<file path="src/design/ssf_defs.vh">
// Constants for the servo status flag block: register map, field
// positions, reset values and power-on timing.
// Assumes inclusion by bare name from the design file.
`ifndef SSF_DEFS_VH
`define SSF_DEFS_VH

// ****************************************************************
// Register byte offsets
// ****************************************************************
`define SSF_FLAGS_OFS 8'h00
`define SSF_IRQ_STAT_OFS 8'h04
`define SSF_IRQ_MASK_OFS 8'h08
`define SSF_INPOS_OFS 8'h0C
`define SSF_NEXT_INPOS_OFS 8'h10
`define SSF_GEAR_NUM_OFS 8'h14
`define SSF_GEAR_DEN_OFS 8'h18
`define SSF_ABS_SEL_OFS 8'h1C
`define SSF_DIR_SEL_OFS 8'h20
`define SSF_OP_MODE_OFS 8'h24

// ****************************************************************
// Flag bit positions (flag register and flag outputs)
// ****************************************************************
`define SSF_F_WARN 0
`define SSF_F_BATT 1
`define SSF_F_TRAVEL 2
`define SSF_F_DBI 3
`define SSF_F_HOME 4
`define SSF_F_FAULT 5
`define SSF_F_COMM 6
`define SSF_NFLAGS 7

// ****************************************************************
// Interrupt event bit positions
// ****************************************************************
`define SSF_E_WARN 0
`define SSF_E_BATT 1
`define SSF_E_FAULT 2
`define SSF_E_HOME_SET 3
`define SSF_E_HOME_LOST 4
`define SSF_NEVENTS 5

// ****************************************************************
// Reset values
// ****************************************************************
`define SSF_INPOS_RST 16'h0064
`define SSF_NEXT_INPOS_RST 16'h0064
`define SSF_GEAR_RST 16'h0001
`define SSF_OP_MODE_RST 4'h0

// ****************************************************************
// Power-on timing
// ****************************************************************
`define SSF_CLK_MHZ 50
`define SSF_TICK_US 1000
`define SSF_TICK_CYC (`SSF_TICK_US * `SSF_CLK_MHZ)
`define SSF_PWRON_MIN_S 4
`define SSF_PWRON_MAX_S 5
// Minimum hold of 4 s counted in 1 ms ticks (4000)
`define SSF_PWRON_TICKS 16'h0FA0

`endif

</file>
<file path="src/design/ssf_top.v">
// Servo status flag logic with an AHB-Lite register slave.
// Assumes inputs are synchronous to hclk and condition inputs are
// levels except home_done and the single-cycle alarm event inputs.
//
// Chosen here: the address map and register access over AHB-Lite.
`timescale 1ns/10ps
`default_nettype none
`include "ssf_defs.vh"

module ssf_top #(
  parameter [31:0] TICK_CYC = `SSF_TICK_CYC,
  parameter [15:0] PWRON_TICKS = `SSF_PWRON_TICKS
) (
  // Clock and reset
  input wire hclk,
  input wire hresetn,
  // AHB-Lite slave
  input wire hsel,
  input wire [31:0] haddr,
  input wire [1:0] htrans,
  input wire hwrite,
  input wire [2:0] hsize,
  input wire [31:0] hwdata,
  input wire hready,
  output reg [31:0] hrdata,
  output reg hreadyout,
  output reg hresp,
  // Servo conditions
  input wire warning_active,
  input wire battery_cable_disconnect_warning,
  input wire battery_low_warning,
  input wire alarm_active,
  input wire signed [31:0] droop_pulses,
  input wire [31:0] remaining_distance,
  input wire servo_on,
  input wire dynamic_brake_required,
  input wire home_done,
  input wire home_busy,
  input wire command_error_alarm,
  input wire absolute_position_erased_alarm,
  input wire absolute_counter_warning,
  // Status flags
  output reg warning_flag,
  output reg battery_warning_flag,
  output reg travel_completion_flag,
  output reg dynamic_brake_interlock_flag,
  output reg home_complete_flag,
  output reg malfunction_flag,
  output reg remote_comm_flag,
  // Interrupt
  output reg irq
);

  // ****************************************************************
  // Bus slave
  // ****************************************************************
  reg wr_ff;
  reg [7:0] addr_ff;
  reg [15:0] inpos_ff;
  reg [15:0] next_inpos_ff;
  reg [15:0] gear_num_ff;
  reg [15:0] gear_den_ff;
  reg abs_sel_ff;
  reg dir_sel_ff;
  reg [3:0] op_mode_ff;
  reg [`SSF_NEVENTS-1:0] stat_ff;
  reg [`SSF_NEVENTS-1:0] mask_ff;
  reg [`SSF_NEVENTS-1:0] nxt_stat;
  reg [31:0] nxt_rdata;
  wire addr_ok;
  wire [`SSF_NFLAGS-1:0] flags;
  wire wr_inpos;
  wire wr_next;
  wire wr_num;
  wire wr_den;
  wire wr_abs;
  wire wr_dir;
  wire wr_mode;

  // Only the address phase that completes on hready is taken
  assign addr_ok = hsel & hready & htrans[1];

  assign flags = {remote_comm_flag, malfunction_flag, home_complete_flag,
                  dynamic_brake_interlock_flag, travel_completion_flag,
                  battery_warning_flag, warning_flag};

  // Address phase capture; zero wait states, always OKAY
  always @(posedge hclk or negedge hresetn) begin
    if (!hresetn) begin
      wr_ff <= 1'b0;
      addr_ff <= 8'h00;
      hreadyout <= 1'b1;
      hresp <= 1'b0;
      hrdata <= 32'h0000_0000;
    end else begin
      wr_ff <= addr_ok & hwrite;
      addr_ff <= haddr[7:0];
      hreadyout <= 1'b1;
      hresp <= 1'b0;
      hrdata <= (addr_ok & ~hwrite) ? nxt_rdata : 32'h0000_0000;
    end
  end

  // Read mux; unmapped offsets read as zero
  always @* begin
    case (haddr[7:0])
      `SSF_FLAGS_OFS: nxt_rdata = {25'h000_0000, flags};
      `SSF_IRQ_STAT_OFS: nxt_rdata = {27'h000_0000, stat_ff};
      `SSF_IRQ_MASK_OFS: nxt_rdata = {27'h000_0000, mask_ff};
      `SSF_INPOS_OFS: nxt_rdata = {16'h0000, inpos_ff};
      `SSF_NEXT_INPOS_OFS: nxt_rdata = {16'h0000, next_inpos_ff};
      `SSF_GEAR_NUM_OFS: nxt_rdata = {16'h0000, gear_num_ff};
      `SSF_GEAR_DEN_OFS: nxt_rdata = {16'h0000, gear_den_ff};
      `SSF_ABS_SEL_OFS: nxt_rdata = {31'h0000_0000, abs_sel_ff};
      `SSF_DIR_SEL_OFS: nxt_rdata = {31'h0000_0000, dir_sel_ff};
      `SSF_OP_MODE_OFS: nxt_rdata = {28'h000_0000, op_mode_ff};
      default: nxt_rdata = 32'h0000_0000;
    endcase
  end

  // Write strobes in the data phase
  assign wr_inpos = wr_ff & (addr_ff == `SSF_INPOS_OFS);
  assign wr_next = wr_ff & (addr_ff == `SSF_NEXT_INPOS_OFS);
  assign wr_num = wr_ff & (addr_ff == `SSF_GEAR_NUM_OFS);
  assign wr_den = wr_ff & (addr_ff == `SSF_GEAR_DEN_OFS);
  assign wr_abs = wr_ff & (addr_ff == `SSF_ABS_SEL_OFS);
  assign wr_dir = wr_ff & (addr_ff == `SSF_DIR_SEL_OFS);
  assign wr_mode = wr_ff & (addr_ff == `SSF_OP_MODE_OFS);

  // ****************************************************************
  // Parameter registers and change detection
  // ****************************************************************
  wire gear_changed;
  wire abs_sel_changed;
  wire dir_changed;
  wire mode_changed;

  // Rewriting the same value is not a change, so no clear follows
  assign gear_changed = (wr_num & (hwdata[15:0] != gear_num_ff)) |
                        (wr_den & (hwdata[15:0] != gear_den_ff));
  assign abs_sel_changed = wr_abs & (hwdata[0] != abs_sel_ff);
  assign dir_changed = wr_dir & (hwdata[0] != dir_sel_ff);
  assign mode_changed = wr_mode & (hwdata[3:0] != op_mode_ff);

  // Parameter storage
  always @(posedge hclk or negedge hresetn) begin
    if (!hresetn) begin
      inpos_ff <= `SSF_INPOS_RST;
      next_inpos_ff <= `SSF_NEXT_INPOS_RST;
      gear_num_ff <= `SSF_GEAR_RST;
      gear_den_ff <= `SSF_GEAR_RST;
      abs_sel_ff <= 1'b0;
      dir_sel_ff <= 1'b0;
      op_mode_ff <= `SSF_OP_MODE_RST;
    end else begin
      if (wr_inpos) begin
        inpos_ff <= hwdata[15:0];
      end
      if (wr_next) begin
        next_inpos_ff <= hwdata[15:0];
      end
      if (wr_num) begin
        gear_num_ff <= hwdata[15:0];
      end
      if (wr_den) begin
        gear_den_ff <= hwdata[15:0];
      end
      if (wr_abs) begin
        abs_sel_ff <= hwdata[0];
      end
      if (wr_dir) begin
        dir_sel_ff <= hwdata[0];
      end
      if (wr_mode) begin
        op_mode_ff <= hwdata[3:0];
      end
    end
  end

  // ****************************************************************
  // Power-on hold timer
  // ****************************************************************
  reg [31:0] tick_cnt_ff;
  reg [15:0] ms_cnt_ff;
  reg hold_ff;
  wire tick;

  assign tick = (tick_cnt_ff == TICK_CYC - 32'h0000_0001);

  // Hold lasts the minimum 4 s, well short of the 5 s limit
  always @(posedge hclk or negedge hresetn) begin
    if (!hresetn) begin
      tick_cnt_ff <= 32'h0000_0000;
      ms_cnt_ff <= 16'h0000;
      hold_ff <= 1'b1;
    end else if (hold_ff) begin
      tick_cnt_ff <= tick ? 32'h0000_0000 : tick_cnt_ff + 32'h0000_0001;
      if (tick) begin
        ms_cnt_ff <= ms_cnt_ff + 16'h0001;
      end
      if (tick & (ms_cnt_ff == PWRON_TICKS - 16'h0001)) begin
        hold_ff <= 1'b0;
      end
    end
  end

  // ****************************************************************
  // Travel completion qualification
  // ****************************************************************
  wire [31:0] droop_abs;
  wire in_range;
  wire in_next_range;
  wire rem_zero;

  // Magnitude of droop compared against unsigned ranges
  assign droop_abs = droop_pulses[31] ? (~droop_pulses + 32'h0000_0001) : droop_pulses;
  assign in_range = droop_abs <= {16'h0000, inpos_ff};
  assign in_next_range = droop_abs <= {16'h0000, next_inpos_ff};
  assign rem_zero = (remaining_distance == 32'h0000_0000);

  // ****************************************************************
  // Home return completion
  // ****************************************************************
  wire home_clear;
  wire abs_invalid;

  // Absolute-only invalidations; kept clear until the next home return
  assign abs_invalid = abs_sel_ff & (absolute_position_erased_alarm |
                       absolute_counter_warning);
  assign home_clear = command_error_alarm | home_busy | abs_invalid |
                      gear_changed |
                      abs_sel_changed |
                      dir_changed |
                      mode_changed;

  // ****************************************************************
  // Status flags
  // ****************************************************************
  // All flags registered on hclk so the master sees clean levels
  always @(posedge hclk or negedge hresetn) begin
    if (!hresetn) begin
      warning_flag <= 1'b1;
      battery_warning_flag <= 1'b1;
      travel_completion_flag <= 1'b0;
      dynamic_brake_interlock_flag <= 1'b0;
      home_complete_flag <= 1'b0;
      malfunction_flag <= 1'b1;
      remote_comm_flag <= 1'b0;
    end else begin
      warning_flag <= warning_active | hold_ff;
      battery_warning_flag <= battery_cable_disconnect_warning |
                              battery_low_warning | hold_ff;
      travel_completion_flag <= rem_zero & (in_range |
                                (~servo_on & in_next_range));
      dynamic_brake_interlock_flag <= ~dynamic_brake_required;
      malfunction_flag <= alarm_active | hold_ff;
      remote_comm_flag <= 1'b1;
      // Clear conditions beat a coincident completion
      if (home_clear) begin
        home_complete_flag <= 1'b0;
      end else if (home_done) begin
        home_complete_flag <= 1'b1;
      end
    end
  end

  // ****************************************************************
  // Interrupt status, mask and output
  // ****************************************************************
  wire [`SSF_NEVENTS-1:0] events;
  wire home_set_next;

  assign home_set_next = ~home_clear & home_done;
  assign events = {home_complete_flag & home_clear,
                   ~home_complete_flag & home_set_next,
                   alarm_active & ~malfunction_flag,
                   (battery_cable_disconnect_warning | battery_low_warning) &
                   ~battery_warning_flag,
                   warning_active & ~warning_flag};

  // Write-one-to-clear; a new event in the same cycle wins
  always @* begin
    nxt_stat = stat_ff;
    if (wr_ff & (addr_ff == `SSF_IRQ_STAT_OFS)) begin
      nxt_stat = stat_ff & ~hwdata[`SSF_NEVENTS-1:0];
    end
    nxt_stat = nxt_stat | events;
  end

  always @(posedge hclk or negedge hresetn) begin
    if (!hresetn) begin
      stat_ff <= {`SSF_NEVENTS{1'b0}};
      mask_ff <= {`SSF_NEVENTS{1'b0}};
      irq <= 1'b0;
    end else begin
      stat_ff <= nxt_stat;
      if (wr_ff & (addr_ff == `SSF_IRQ_MASK_OFS)) begin
        mask_ff <= hwdata[`SSF_NEVENTS-1:0];
      end
      irq <= |(stat_ff & mask_ff);
    end
  end

endmodule // ssf_top

`default_nettype wire

</file>
<file path="config.mk">
export PLATFORM = sky130hd
export DESIGN_NAME = ssf_top
export DESIGN_NICKNAME = d
export VERILOG_FILES = /design/src/design/ssf_top.v
export VERILOG_INCLUDE_DIRS = /design/src /design/src/design
export SDC_FILE = /design/constraint.sdc
export NUM_CORES = 1
export LEC_CHECK = 0
export BUFFER_PORTS_ARGS = -buffer_cell sky130_fd_sc_hd__buf_2
export CORE_MARGIN = 10
export CORE_UTILIZATION = 40
export CTS_BUF_LIST = sky130_fd_sc_hd__clkbuf_2 sky130_fd_sc_hd__clkbuf_4 sky130_fd_sc_hd__clkbuf_8
export DETAILED_ROUTE_END_ITERATION = 10
export PLACE_DENSITY = 0.68
export REMOVE_ABC_BUFFERS = 1
export SLEW_MARGIN = 20
export SYNTH_ARGS = -nofsm -noshare
export SYNTH_HDL_FRONTEND = slang
export SYNTH_SLANG_ARGS = --single-unit
</file>
<file path="constraint.sdc">
create_clock -name hclk -period 5 [get_ports hclk]
set_input_delay 0.5 -clock hclk [delete_from_list [all_inputs] [get_ports hclk]]
set_output_delay 0.5 -clock hclk [all_outputs]
set_load 0.01 [all_outputs]
</file>
==> impl_results.md <==
- Status: finished clean
- Worst-path cell chain: buf_2, inv_1, ha_1, or3b_1, o41ai_1, xnor2_1, ha_1, nand4_1, or4_1, o31ai_1, nor3_1, nor4_2
- Count of cells resized by post-cts repair: 0
- Clock Skews: 16.6 ps
- Worst min path class: input port to async pin
- Vias: 7234
- Min Tclk post-route: 3380 ps
- Pwr Total: 2570 uW
- Htree depth: 4
- Sequential area share after synthesis: 44.8%
- Critical Path Sink Type: flip-flop
- Clock-pin transition on the worst setup and hold timing paths: 90 ps
- Die area: 29100 um2
- CP startpoint: droop_pulses[0]
- Tcrit/Tclk final: 67.7%
- Total Wirelength: 23.3 mm
- Worst EP required: 5370 ps
- Area grow syn2layout: 14.1%
- Levels on crit path: 12
- Power Density: 248 nW/um2
- Crit Reg-Reg Startpoint: addr_ff[1]
- Setup Buffers After CTS: 0
- Worst R2R End: next_inpos_ff[0]
- CTS tree: built
- First-pass GRT wire length: 37.1 mm
- CP startpoint kind: input port
- Seq cells post-synth: 162
- Share of async-settable or async-resettable flops after synthesis: 100%
- Vias per Instance: 5.51
- Hold slack: 31.5 ps
- # setup viols final: 0
- Cell mode on critical path: ha_1
- Die width: 171 um
- Syn Area/Cell: 10.2 um2
- Share of cells above drive strength 1: 25.4%
- Dominant synthesized flop cell: dfrtp_1
- Final net count: 1198
- Final hold violations: 0
- Fin Setup TNS: 0 ps
- Mapped Area: 9090 um2
- Cell family with most CP delay: simple AND/OR/NAND/NOR gates
- Post-Layout Cell Count: 1314
- Largest net degree at the start of global routing: 69
- Clock buffer count from CTS: 17
- Insertion delay to the later sink of the worst-skew pair: 470 ps
- Clk buf depth: 2
- DRT Pass-1 Iters: 5
- Count of cell types in the netlist: 61
- Synth warn: 0
- DPL Wire Length: 17.6 mm
- Placed Cells incl. Taps: 1280
- GP Congestion: 0.880
- Setup CP Type: input port to flip-flop
- Crit path max fanout: 6
- Initial Utilization: 40.4%
- RSZ-0062 raised after global routing: false
- Max-slew headroom: 27.9%
- Final ANT Viol Nets: 0
- Critical Path Max Stage Delay: 630 ps
- Setup slack, reg-to-reg: 2250 ps
- Most common cell after layout, fill and taps aside: dfrtp_1
- Setup crit end: travel_completion_flag
- TritonCTS Sinks: 162
- DIE HEIGHT: 171 um
- Syn Inst Count: 892
- Max Cap Viol: 0
- Overflow after GRT: 0
- Core area: 22500 um2
- P_leak: 0.00469 uW
- R2R depth: 4
- Drt initial violations: 626
- Vias in the first global route: 7144
- Crit path buf inv count: 2
- Final slew viol count: 0
- WL per Instance: 17.7 um
- CTS Hold Bufs: 0
- Residual DRC count: 0
- Initial antenna violation count: 4
- CP max stage cell: o41ai_1
- GRT Overall Usage: 15.9%
- IO Port Bufs: 128
- CP Data Arrival Time: 3750 ps
- Clock root cell: clkbuf_8
- Most frequent cells in the layout: 150 x dfrtp_1, 127 x buf_2, 77 x nand2_1
- Worst VDD drop: 0.000187 V
- Post-synth EDFFs: 0
- Worst Tran Pin Value: 1080 ps
- Peak Freq: 0.295 GHz
- Io pins: 191
- # rows: 55
[per-layer routing]
metal | vias to the layer above | global-route usage (%) | routed length [um]
met1 | 3567 | 19.8 | 9960
met4 | 4 | 4.46 | 350
met5 | - | 0 | 21
met3 | 29 | 3.50 | 1030
met2 | 182 | 27.1 | 11900
li1 | 3452 | - | -
[logic make-up after synthesis]
group | share of synthesized area (%)
other | 0.0827
multiplexers | 8.23
AND/OR/NAND/NOR | 17.5
buffers and inverters | 4.86
adder cells (fa/ha/maj) | 4.82
flip-flops | 44.8
XOR/XNOR | 9.45
AO/OA/AOI/OAI | 10.3
[state kept, by name, indices dropped and copies added (netlist names), 4 cells and up]
name           cells
next_inpos_ff     16
addr_ff            8
tick_cnt_ff       32
mask_ff            5
hrdata            16
inpos_ff          16
ms_cnt_ff         16
stat_ff            5
op_mode_ff         4
gear_den_ff       16
gear_num_ff       16
[cell usage after synthesis (3+ instances only)]
master,count,area [um2]
nor3_1,14,70.1
a22o_1,4,35.0
nand3b_1,3,22.5
inv_1,48,180
a22oi_1,3,22.5
nand4_1,28,175
a21oi_1,30,150
dfrtp_1,150,3750
and3_1,12,75.1
nor4bb_1,3,30.0
a211oi_1,5,37.5
nor2_1,39,146
dfstp_2,12,315
buf_4,18,135
clkbuf_1,30,113
a31oi_1,4,25.0
or2_2,6,37.5
mux2_2,62,698
o41ai_1,5,43.8
nand3_1,33,165
or4_1,7,52.6
and2_1,8,50.1
nand2b_1,5,31.3
nor4_1,34,213
o31ai_1,5,37.5
nand2_1,77,289
a2111oi_0,3,26.3
a222oi_1,17,170
nor4b_1,6,52.6
o211ai_1,3,22.5
a41oi_1,5,43.8
or3_1,4,25.0
ha_1,35,438
o21ai_0,32,160
xnor2_1,63,552
mux2i_1,5,50.1
xor2_1,35,307
nor2b_1,3,18.8
a21o_1,6,45.0
[layout make-up]
cell class              instances  area (um2)
repair buffers                137         714
inverters                      48         180
clock inverters                15         148
diodes                          2        5.00
well taps                     285         357
clock buffers                  17         234
flip-flops and latches        162        4070
fillers                      2143       12100
multi-input cells             648        4660
[power by group]
part / switching, uW / internal, uW / leakage (uW)
Clock: 533 / 407 / 0.000185
Combinational: 163 / 113 / 0.00248
Sequential: 21.4 / 1340 / 0.00203
Total: 717 / 1860 / 0.00469
[through the flow]
stage | worst slack (ps) | area, um2 | util [%]
after floorplan | 1620 | 8890 | -
after global placement | 1210 | 9980 | 44.3
after detailed placement | 1130 | 9980 | 44.3
after CTS | 1610 | 10400 | 46.0
after global routing | 1400 | 10400 | 46.1
final | 1620 | 10400 | 46.1
[worst min-delay path by stage]
stage / from / to / slack [ps] / depth (start not counted)
after global placement: ms_cnt_ff[3] / ms_cnt_ff[3] / 460 / 1
after detailed placement: tick_cnt_ff[31] / tick_cnt_ff[31] / 460 / 1
final: hresetn / ms_cnt_ff[9] / 30 / 1
after global routing: hresetn / tick_cnt_ff[6] / 50 / 1
after CTS: hresetn / gear_den_ff[1] / 40 / 1
after floorplan: hresetn / abs_sel_ff / 200 / 0
(Power assumes the default switching activity.)
